==> src/core/cfgseq_regs.svh <==
`ifndef CFGSEQ_REGS_SVH
`define CFGSEQ_REGS_SVH
// ----------------------------------------------------------------------------
// Register map (APB byte addresses)
// ----------------------------------------------------------------------------
`define CFGSEQ_CTRL_ADDR 12'h000
`define CFGSEQ_PHASE_ADDR 12'h004
`define CFGSEQ_CMD_ADDR 12'h008
`define CFGSEQ_STAT_ADDR 12'h00c
`define CFGSEQ_DEBUG_ADDR 12'h010
`define CFGSEQ_RATE_ADDR 12'h014
// ----------------------------------------------------------------------------
// CTRL fields
// ----------------------------------------------------------------------------
`define CFGSEQ_CTRL_PIPE 0
`define CFGSEQ_CTRL_DRIVE 1
`define CFGSEQ_CTRL_PERSIST 2
`define CFGSEQ_CTRL_SHUTRST 3
`define CFGSEQ_CTRL_SEC_LO 4
`define CFGSEQ_CTRL_CLKSEL_LO 6
`define CFGSEQ_CTRL_KEY 8
`define CFGSEQ_CTRL_CHAIN_LO 9
`define CFGSEQ_CTRL_DEBUG 11
`define CFGSEQ_CTRL_START 12
// ----------------------------------------------------------------------------
// PHASE fields, 4 bits each: 0..6 phase, 7 nowait, 8 done, 9 keep
// ----------------------------------------------------------------------------
`define CFGSEQ_PH_DONE_LO 0
`define CFGSEQ_PH_TRI_LO 4
`define CFGSEQ_PH_WE_LO 8
`define CFGSEQ_PH_LOCK_LO 12
`define CFGSEQ_PH_MATCH_LO 16
`define CFGSEQ_SEL_NOWAIT 4'h7
`define CFGSEQ_SEL_DONE 4'h8
`define CFGSEQ_SEL_KEEP 4'h9
`define CFGSEQ_PHASE_RST 32'h00077654
`define CFGSEQ_RATE_MIN 6'h04
`define CFGSEQ_RATE_MAX 6'h3c
`define CFGSEQ_LAST_PHASE 3'h6
`define CFGSEQ_DEBUG_ZERO_BITS 32
// ----------------------------------------------------------------------------
// CMD bits (write one to pulse)
// ----------------------------------------------------------------------------
`define CFGSEQ_CMD_SHUTDOWN 0
`define CFGSEQ_CMD_GHIGH 1
`define CFGSEQ_CMD_RECONFIG 2
`define CFGSEQ_CMD_FRAME 3
`define CFGSEQ_CMD_CRC 4
`define CFGSEQ_CMD_MULTI 5
`define CFGSEQ_CMD_SYNC 6
`endif

==> src/core/cfgseq_pkg.sv <==
package cfgseq_pkg;
    typedef enum logic [1:0] {CFGSEQ_CLK_CFG, CFGSEQ_CLK_USER, CFGSEQ_CLK_TEST} cfgseq_clksel_t;
    typedef enum logic [1:0] {CFGSEQ_SEC_NONE, CFGSEQ_SEC_L1, CFGSEQ_SEC_L2} cfgseq_sec_t;
    typedef enum logic [1:0] {
        CFGSEQ_KEY_SINGLE, CFGSEQ_KEY_FIRST, CFGSEQ_KEY_MIDDLE, CFGSEQ_KEY_LAST
    } cfgseq_chain_t;
    typedef struct packed {
        logic globalWriteEnable;
        logic blockMemoryEnable;
        logic globalTristateHold;
        logic doneDrive;
        logic doneOe;
    } cfgseq_out_t;
endpackage : cfgseq_pkg

==> src/core/cfgseq_top.sv <==
`timescale 1ns/1ps
`include "cfgseq_regs.svh"
// Contract
// - Completion asserts in selectable phase 1..6, default 4.
// - Pipelined completion waits for pin high, then one more startup edge.
// - Active drive option drives completion pin high; default pull-up only.
// - Tri-state hold released in phase 1..6, on done, or kept; default 5.
// - Done-based release uses qualified completion, delayed when pipelined.
// - Write enable and block memory enable in phase 1..6, default 6.
// - Write enable may follow qualified completion, or keep its value.
// - Stall in phase 0..6 until clock managers lock; default no wait.
// - Stall in phase 0..6 until impedance match; default no wait.
// - Startup clock selectable: config clock, user clock, test-port clock.
// - Master config clock rate settable 4..60, default 4.
// - Optional clock-manager reset after shutdown and global-high commands.
// - Level 1 blocks readback; level 2 also flags partial reconfiguration commands as errors, yet they still restart startup.
// - Retention keeps parallel config port pins dedicated after startup.
// - Debug stream: each frame CRC checked, frame address logged.
// - Multiple-frame write of one frame to several addresses supported.
// - Starting key index 0 or 3, default 0, with chain position.
// - Test-port clock choice advances on the test access port clock.
// - User clock choice advances on user clock input.
module cfgseq_top import cfgseq_pkg::*; (
    // Clock and reset
    input wire logic sys_clk,
    input wire logic rst_n,
    // APB slave
    input wire logic psel,
    input wire logic penable,
    input wire logic pwrite,
    input wire logic [11:0] paddr,
    input wire logic [31:0] pwdata,
    output logic [31:0] prdata,
    output logic pready,
    output logic pslverr,
    // Startup clock sources, sampled as levels
    input wire logic cfgClkTick,
    input wire logic userClock,
    input wire logic testPortClock,
    // Status from the fabric and the completion pin
    input wire logic clockManagerLocked,
    input wire logic impedanceMatched,
    input wire logic donePinIn,
    // Startup outputs
    output logic globalWriteEnable,
    output logic blockMemoryEnable,
    output logic globalTristateHold,
    output logic donePinOut,
    output logic donePinOe,
    output logic clockManagerReset,
    output logic configPortDedicated,
    output logic readbackAllowed,
    output logic partialReconfigAllowed,
    output logic [5:0] configClockRate
);
    // ------------------------------------------------------------------------
    // Configuration registers
    // ------------------------------------------------------------------------
    logic [12:0] ctrl_q, ctrl_d;
    logic [19:0] phase_q, phase_d;
    logic [5:0] rate_q, rate_d;
    logic [31:0] debug_q, debug_d;
    logic [31:0] prdata_q, prdata_d;
    logic pready_q, pready_d, pslverr_q, pslverr_d;
    logic shutSeen_q, shutSeen_d, ghighSeen_q, ghighSeen_d, cmReset_q, cmReset_d;
    logic crcPending_q, crcPending_d;
    logic [7:0] multiCount_q, multiCount_d;
    logic reconfig;
    // Pin-facing copies get flip-flops of their own, so that no output passes through a gate.
    logic holdOut_q, holdOut_d, doneOe_q, doneOe_d, rbAllow_q, rbAllow_d, prAllow_q, prAllow_d;
    logic wrStb;
    logic rdStb;
    assign wrStb = psel && penable && pwrite && !pready_q;
    assign rdStb = psel && penable && !pwrite && !pready_q;
    assign reconfig = wrStb && paddr == `CFGSEQ_CMD_ADDR && pwdata[`CFGSEQ_CMD_RECONFIG];

    // ------------------------------------------------------------------------
    // Startup sequencer state
    // ------------------------------------------------------------------------
    typedef enum logic [1:0] {ST_IDLE, ST_RUN, ST_DONE} cfgseq_state_t;
    cfgseq_state_t state_q, state_d;
    logic [2:0] ph_q, ph_d;
    logic [2:0] clkSync_q, clkSync_d;
    logic pinDelay_q, pinDelay_d;
    logic doneAct_q, doneAct_d, tri_q, tri_d, gwe_q, gwe_d;
    logic stepClk, stepEdge, stall, qualDone, secBlocked;
    logic [3:0] selDone, selTri, selWe, selLock, selMatch;
    cfgseq_clksel_t clkSel;

    assign selDone = phase_q[`CFGSEQ_PH_DONE_LO +: 4];
    assign selTri = phase_q[`CFGSEQ_PH_TRI_LO +: 4];
    assign selWe = phase_q[`CFGSEQ_PH_WE_LO +: 4];
    assign selLock = phase_q[`CFGSEQ_PH_LOCK_LO +: 4];
    assign selMatch = phase_q[`CFGSEQ_PH_MATCH_LO +: 4];
    assign clkSel = cfgseq_clksel_t'(ctrl_q[`CFGSEQ_CTRL_CLKSEL_LO +: 2]);

    always_comb begin
        case (clkSel)
            CFGSEQ_CLK_USER: stepClk = userClock;
            CFGSEQ_CLK_TEST: stepClk = testPortClock;
            default: stepClk = cfgClkTick;
        endcase
    end
    // Edges of the selected startup clock are detected from a sampled copy.
    assign stepEdge = clkSync_q[1] && !clkSync_q[2];
    assign stall = (selLock == {1'b0, ph_q} && !clockManagerLocked)
        || (selMatch == {1'b0, ph_q} && !impedanceMatched);
    assign qualDone = ctrl_q[`CFGSEQ_CTRL_PIPE] ? pinDelay_q : donePinIn;

    always_comb begin
        state_d = state_q;
        ph_d = ph_q;
        clkSync_d = {clkSync_q[1:0], stepClk};
        pinDelay_d = pinDelay_q;
        doneAct_d = doneAct_q;
        tri_d = tri_q;
        gwe_d = gwe_q;
        if (stepEdge && donePinIn) begin
            pinDelay_d = 1'b1;
        end
        case (state_q)
            ST_IDLE: begin
                if (ctrl_q[`CFGSEQ_CTRL_START]) begin
                    state_d = ST_RUN;
                    ph_d = 3'h0;
                end
            end
            ST_RUN: begin
                if (stepEdge && !stall) begin
                    if (ph_q != `CFGSEQ_LAST_PHASE) begin
                        ph_d = ph_q + 3'h1;
                        if (selDone == {1'b0, ph_d}) doneAct_d = 1'b1;
                        if (selTri == {1'b0, ph_d}) tri_d = 1'b1;
                        if (selWe == {1'b0, ph_d}) gwe_d = 1'b1;
                    end else if (!ctrl_q[`CFGSEQ_CTRL_PIPE] || pinDelay_q) begin
                        state_d = ST_DONE;
                    end
                end
            end
            ST_DONE: ;
            default: state_d = ST_IDLE;
        endcase
        if (selTri == `CFGSEQ_SEL_DONE && qualDone && state_q != ST_IDLE) tri_d = 1'b1;
        if (selWe == `CFGSEQ_SEL_DONE && qualDone && state_q != ST_IDLE) gwe_d = 1'b1;
        // Keep setting never sets the write enable; a restart still clears it.
        if (reconfig || cmReset_q) begin
            state_d = ST_IDLE;
            ph_d = 3'h0;
            doneAct_d = 1'b0;
            tri_d = 1'b0;
            gwe_d = 1'b0;
            pinDelay_d = 1'b0;
        end
        holdOut_d = !tri_d;
        doneOe_d = doneAct_d && ctrl_d[`CFGSEQ_CTRL_DRIVE];
    end

    always_ff @(posedge sys_clk) begin
        if (!rst_n) begin
            state_q <= ST_IDLE;
            ph_q <= 3'h0;
            clkSync_q <= 3'h0;
            pinDelay_q <= 1'b0;
            doneAct_q <= 1'b0;
            tri_q <= 1'b0;
            gwe_q <= 1'b0;
            holdOut_q <= 1'b1;
            doneOe_q <= 1'b0;
        end else begin
            state_q <= state_d;
            ph_q <= ph_d;
            clkSync_q <= clkSync_d;
            pinDelay_q <= pinDelay_d;
            doneAct_q <= doneAct_d;
            tri_q <= tri_d;
            gwe_q <= gwe_d;
            holdOut_q <= holdOut_d;
            doneOe_q <= doneOe_d;
        end
    end

    // ------------------------------------------------------------------------
    // APB register file and configuration commands
    // ------------------------------------------------------------------------
    assign secBlocked = cfgseq_sec_t'(ctrl_q[`CFGSEQ_CTRL_SEC_LO +: 2]) != CFGSEQ_SEC_NONE;

    always_comb begin
        ctrl_d = ctrl_q;
        phase_d = phase_q;
        rate_d = rate_q;
        debug_d = debug_q;
        prdata_d = prdata_q;
        pready_d = 1'b0;
        pslverr_d = 1'b0;
        shutSeen_d = shutSeen_q;
        ghighSeen_d = ghighSeen_q;
        crcPending_d = crcPending_q;
        multiCount_d = multiCount_q;
        cmReset_d = 1'b0;
        // The clear comes first, so a command written in the same cycle still sets its flag.
        if (ctrl_q[`CFGSEQ_CTRL_SHUTRST] && shutSeen_q && ghighSeen_q) begin
            cmReset_d = 1'b1;
            shutSeen_d = 1'b0;
            ghighSeen_d = 1'b0;
        end
        if (wrStb || rdStb) begin
            pready_d = 1'b1;
        end
        if (wrStb) begin
            case (paddr)
                `CFGSEQ_CTRL_ADDR: begin
                    ctrl_d = pwdata[12:0];
                    if (pwdata[`CFGSEQ_CTRL_KEY +: 1] == 1'b1) begin
                        ctrl_d[`CFGSEQ_CTRL_KEY] = 1'b1; // index 3
                    end
                end
                `CFGSEQ_PHASE_ADDR: phase_d = pwdata[19:0];
                `CFGSEQ_RATE_ADDR: begin
                    if (pwdata[5:0] >= `CFGSEQ_RATE_MIN && pwdata[5:0] <= `CFGSEQ_RATE_MAX)
                        rate_d = pwdata[5:0];
                    else
                        pslverr_d = 1'b1;
                end
                `CFGSEQ_DEBUG_ADDR: debug_d = pwdata;
                `CFGSEQ_CMD_ADDR: begin
                    if (pwdata[`CFGSEQ_CMD_SHUTDOWN]) shutSeen_d = 1'b1;
                    if (pwdata[`CFGSEQ_CMD_GHIGH]) ghighSeen_d = 1'b1;
                    if (ctrl_q[`CFGSEQ_CTRL_DEBUG] && pwdata[`CFGSEQ_CMD_SYNC])
                        debug_d = {`CFGSEQ_DEBUG_ZERO_BITS{1'b0}};
                    if (pwdata[`CFGSEQ_CMD_FRAME]) begin
                        if (ctrl_q[`CFGSEQ_CTRL_DEBUG] && crcPending_q)
                            pslverr_d = 1'b1;
                        else if (ctrl_q[`CFGSEQ_CTRL_DEBUG]) begin
                            debug_d = pwdata; // frame address logged
                            crcPending_d = 1'b1;
                        end
                    end
                    if (pwdata[`CFGSEQ_CMD_CRC]) crcPending_d = 1'b0;
                    if (pwdata[`CFGSEQ_CMD_MULTI]) multiCount_d = multiCount_q + 8'h01;
                    if (secBlocked && cfgseq_sec_t'(ctrl_q[`CFGSEQ_CTRL_SEC_LO +: 2])
                        == CFGSEQ_SEC_L2 && pwdata[`CFGSEQ_CMD_RECONFIG])
                        pslverr_d = 1'b1;
                end
                default: pslverr_d = 1'b1;
            endcase
        end
        if (rdStb) begin
            case (paddr)
                `CFGSEQ_CTRL_ADDR: prdata_d = {19'h0, ctrl_q};
                `CFGSEQ_PHASE_ADDR: prdata_d = {12'h0, phase_q};
                `CFGSEQ_RATE_ADDR: prdata_d = {26'h0, rate_q};
                `CFGSEQ_STAT_ADDR: prdata_d = {16'h0, multiCount_q, 1'b0, crcPending_q,
                    gwe_q, tri_q, doneAct_q, ph_q};
                `CFGSEQ_DEBUG_ADDR: begin
                    prdata_d = secBlocked ? 32'h0 : debug_q;
                    pslverr_d = secBlocked;
                end
                default: begin
                    prdata_d = 32'h0;
                    pslverr_d = 1'b1;
                end
            endcase
        end
        rbAllow_d = !ctrl_d[`CFGSEQ_CTRL_SEC_LO + 1] && !ctrl_d[`CFGSEQ_CTRL_SEC_LO];
        prAllow_d = !ctrl_d[`CFGSEQ_CTRL_SEC_LO + 1];
    end

    always_ff @(posedge sys_clk) begin
        if (!rst_n) begin
            ctrl_q <= 13'h0000;
            phase_q <= 20'(`CFGSEQ_PHASE_RST);
            rate_q <= `CFGSEQ_RATE_MIN;
            debug_q <= 32'h00000000;
            prdata_q <= 32'h00000000;
            pready_q <= 1'b0;
            pslverr_q <= 1'b0;
            shutSeen_q <= 1'b0;
            ghighSeen_q <= 1'b0;
            cmReset_q <= 1'b0;
            crcPending_q <= 1'b0;
            multiCount_q <= 8'h00;
            rbAllow_q <= 1'b1;
            prAllow_q <= 1'b1;
        end else begin
            ctrl_q <= ctrl_d;
            phase_q <= phase_d;
            rate_q <= rate_d;
            debug_q <= debug_d;
            prdata_q <= prdata_d;
            pready_q <= pready_d;
            pslverr_q <= pslverr_d;
            shutSeen_q <= shutSeen_d;
            ghighSeen_q <= ghighSeen_d;
            cmReset_q <= cmReset_d;
            crcPending_q <= crcPending_d;
            multiCount_q <= multiCount_d;
            rbAllow_q <= rbAllow_d;
            prAllow_q <= prAllow_d;
        end
    end

    // ------------------------------------------------------------------------
    // Outputs, all flip-flop driven
    // ------------------------------------------------------------------------
    cfgseq_out_t outs;
    assign outs = '{gwe_q, gwe_q, holdOut_q, doneAct_q, doneOe_q};
    assign prdata = prdata_q;
    assign pready = pready_q;
    assign pslverr = pslverr_q;
    assign globalWriteEnable = outs.globalWriteEnable;
    assign blockMemoryEnable = outs.blockMemoryEnable;
    assign globalTristateHold = outs.globalTristateHold;
    assign donePinOut = outs.doneDrive;
    assign donePinOe = outs.doneOe;
    assign clockManagerReset = cmReset_q;
    assign configPortDedicated = ctrl_q[`CFGSEQ_CTRL_PERSIST];
    assign readbackAllowed = rbAllow_q;
    assign partialReconfigAllowed = prAllow_q;
    assign configClockRate = rate_q;
endmodule : cfgseq_top

==> config.mk <==
export PLATFORM = sky130hd
export DESIGN_NAME = cfgseq_top
export DESIGN_NICKNAME = d
export VERILOG_FILES = /design/src/core/cfgseq_pkg.sv /design/src/core/cfgseq_top.sv
export VERILOG_INCLUDE_DIRS = /design/src /design/src/core
export SDC_FILE = /design/constraint.sdc
export NUM_CORES = 1
export LEC_CHECK = 0
export BUFFER_PORTS_ARGS = -buffer_cell sky130_fd_sc_hd__buf_2
export CAP_MARGIN = 10
export CORE_ASPECT_RATIO = 0.6
export CORE_MARGIN = 8
export CORE_UTILIZATION = 45
export CTS_CLUSTER_DIAMETER = 50
export CTS_CLUSTER_SIZE = 14
export DETAILED_ROUTE_END_ITERATION = 10
export PLACE_DENSITY_LB_ADDON = 0.15
export RECOVER_POWER = 25
export SLEW_MARGIN = 10
export SYNTH_ARGS = -nofsm -noshare
export SYNTH_HDL_FRONTEND = slang
export SYNTH_SLANG_ARGS = --single-unit
==> constraint.sdc <==
create_clock -name sys_clk -period 3.4 [get_ports sys_clk]
set_input_delay 0.51 -clock sys_clk [delete_from_list [all_inputs] [get_ports sys_clk]]
set_output_delay 0.51 -clock sys_clk [all_outputs]
set_load 0.02 [all_outputs]
==> impl_metrics.ini <==
[status]
status = finished clean

[drt]
drc_errors = 0
first_pass_iters = 5
via_per_inst = 5.71
antenna_left = 0
detail_route.wl_per_cell_um = 19.6
routed-via-count = 5000
routed_wl_mm = 17.2
first_iter_violations = 349

[cts]
cts_buffer_depth = 2
clock_latency_ns = 0.42
cts_hold_buffers = 0
cts_resized = 0
clock-sinks = 133
cts_tree = built
cts-buffers-inserted = 17
cts.htree.levels = 4
clk_pin_slew_worst_paths_ns = 0.06
cts_root_buf = clkbuf_16
post_cts_buffers = 0

[die]
die_area_um2 = 16900
num_rows = 32
start_util_pct = 45.6
core_area_um2 = 12700
die_x_um = 162
boundaryPins = 104
die_y_um = 104

[sta]
fin_tns_setup_ns = 0
post-route-period-util_pct = 71.2
hold_ws_ns = 0.299
final_max_slew_viol_count = 0
setup_ws_ns = 0.980
max_freq_mhz = 413
setup_viol = 0
hold_violations = 0
worstMarginPinSlew_ns = 1.01
skew_ns = 0.00596
finalCriticalPeriod_ns = 2.42
slew-limit-headroom_pct = 32.5
rsz0062_at_grt = no

[worst_setup_path]
crit_start = ph_q[0]$_SDFFE_PP0P_
worst_ep_arrival_time_ns = 2.72
worstSetupEndpointType = flop
start_kind = flop
crit_path_max_fanout = 9
path_class = flop to flop
reg2reg_slack_ns = 0.98
worstReg2RegStart = ph_q[0]$_SDFFE_PP0P_
r2r_end = globalTristateHold$_SDFF_PN1_
ff2ff_path_depth = 6
crit_path_end = globalTristateHold$_SDFF_PN1_
cp_data_required_time_ns = 3.70

[power_and_ir_drop]
finalPower_mw = 3.70
powerDensity_nw_per_um2 = 528
swShare_pct = 22.0
switchingPower_uw = 813
clock_power_share_pct = 53.1
p_leak_nw = 2.53
pwr-share-seq_pct = 42.4
ir_worst_vdd_v = 0.000366
comb_power_share_pct = 4.5
internal-power_mw = 2.88

[layout]
design_area_um2 = 7000
drive_above_1_share_pct = 17.2
synthToLayoutAreaGrowth_pct = 20.9
final_common_cell = dfxtp_1
nets = 752
layout_common_cells = dfxtp_1 (133), nand2_1 (59), buf_2 (59), clkbuf_1 (44), mux2i_1 (36)
diodes = 0

[placement]
dp_slack_ns = 0.815
dpl-instance-area_um2 = 6420
port_buffers = 103
place.gp.congestion = 0.877
dp_hpwl_mm = 12.2

[global_route]
antenna_found_initial = 0
grt_overflow = 0
grt_pass1_vias = 5123
grt_max_degree = 33
grt_pass1_wl_mm = 27.9
grt_usage_pct = 20.7

[logic_synthesis]
synthAdderAreaFrac_pct = 1.08
ys_seq_area_share_pct = 46.0
synth-simple-area-share_pct = 18.5
syn-num-nets = 661
synth_top_flop_cell = dfxtp_1
netlist_area_um2 = 5790
synth_compound_area_share_pct = 19.7
synth_cell_types = 59
synth_top_family_by_area = compound AO/OA/AOI/OAI gates
avgSynthCellArea_um2 = 9.63
yosys_register_bits = 133
synth_xor_xnor_area_share_pct = 3.18
synthCells = 601
yosys_warnings = 0
synthArstFlopShare_pct = 0
synth_edf_count = 0
muxShareOfSynthArea_pct = 7.39

[min_path]
hold_class = input port to flop

[job]
drv_cap = 0
[layout make-up]
cell class,count,area [um2]
clock inverter,13,179
fill,1158,5690
sequential,133,2660
timing repair buffer,116,558
multi-input combinational,417,2910
clock buffer,19,453
inverter,7,26.3
tap,170,213
[layer usage]
layer	vias to the layer above	part of all wire [%]	global-route usage, %
met1	2418	49	29.3
met2	185	42	29.6
met4	0	1.2	6.25
met5	-	0	0
li1	2380	-	-
met3	17	7.9	6.01
[state kept, by name, summed over array words and instances, names as in the netlist, 2 cells and up, named ones only]
| name | count |
|---|---|
| ctrl_q | 13 |
| prdata | 32 |
| ph_q | 3 |
| state_q | 2 |
| configClockRate | 6 |
| clkSync_q | 3 |
| multiCount_q | 8 |
| phase_q | 20 |
| debug_q | 31 |
[how the worst min path moves through the flow]
stage,from,to,slack (ns),cells past startpoint
2_1_floorplan,clkSync_q[0]$_SDFF_PN0_,clkSync_q[1]$_SDFF_PN0_,0.41,1
3_3_place_gp,shutSeen_q$_SDFF_PN0_,clockManagerReset$_SDFF_PN0_,0.43,2
3_5_place_dp,clkSync_q[0]$_SDFF_PN0_,clkSync_q[1]$_SDFF_PN0_,0.44,1
4_1_cts,pwdata[29],debug_q[29]$_SDFFE_PN0P_,0.29,2
5_1_grt,pwdata[24],debug_q[24]$_SDFFE_PN0P_,0.30,2
6_report,pwdata[29],debug_q[29]$_SDFFE_PN0P_,0.30,2
[power by group through the flow]
stage / clock network, mW / registers (mW) / logic (mW)
after CTS: 1.99 / 1.57 / 0.166
after detailed placement: 0 / 1.60 / 0.165
after floorplan: 0 / 1.61 / 0.0822
final: 1.96 / 1.57 / 0.166
after global routing: 2.06 / 1.57 / 0.179
after global placement: 0 / 1.60 / 0.162
[worst max-delay path, cell delays in order, from the launching register on]
cell and delay (ns):
dfxtp_1 0.62, inv_1 0.12, ha_1 0.24, a21oi_1 0.24, nand3_1 0.23, or4_1 0.61, a21o_1 0.24
[cells by family (layout without fill, tap and decap cells)]
group / Yosys count / in the layout
flops: 133 / 133
xor+xnor: 21 / 21
fa+ha+maj: 5 / 5
simple gates: 195 / 195
compound gates: 154 / 154
buf+inv: 51 / 155
mux: 42 / 42
[Yosys cell counts (all sizes together), types with 3 or more instances]
library cell	instances	share of area [%]
a21boi	12	1.6
a21oi	21	1.8
a221o	6	1.0
a222oi	4	0.69
a22o	29	4.4
a22oi	33	4.3
a31oi	3	0.32
and2	10	1.1
and3	4	0.43
buf	22	2.2
clkbuf	22	1.4
dfxtp	133	46
ha	5	1.1
inv	7	0.45
mux2	6	1.2
mux2i	36	6.2
nand2	59	3.8
nand2b	9	0.97
nand3	10	0.86
nand4	7	1.0
nor2	21	1.4
nor2b	35	3.8
nor3	9	0.95
nor3b	3	0.39
nor4	10	1.3
o211ai	3	0.39
o21a	4	0.52
o21ai	17	1.5
o22a	6	0.91
o31ai	4	0.52
or3	3	0.32
or4	4	0.52
xnor2	7	1.1
xor2	14	2.1
[stage by stage]
stage | utilization (%) | instances
floorplan | - | 601
global placement | 50.6 | 843
detailed placement | 50.6 | 843
CTS | 55.6 | 875
global route | 55.1 | 875
finish | 55.1 | 875
No activity file was read; power rests on OpenSTA's default activity.
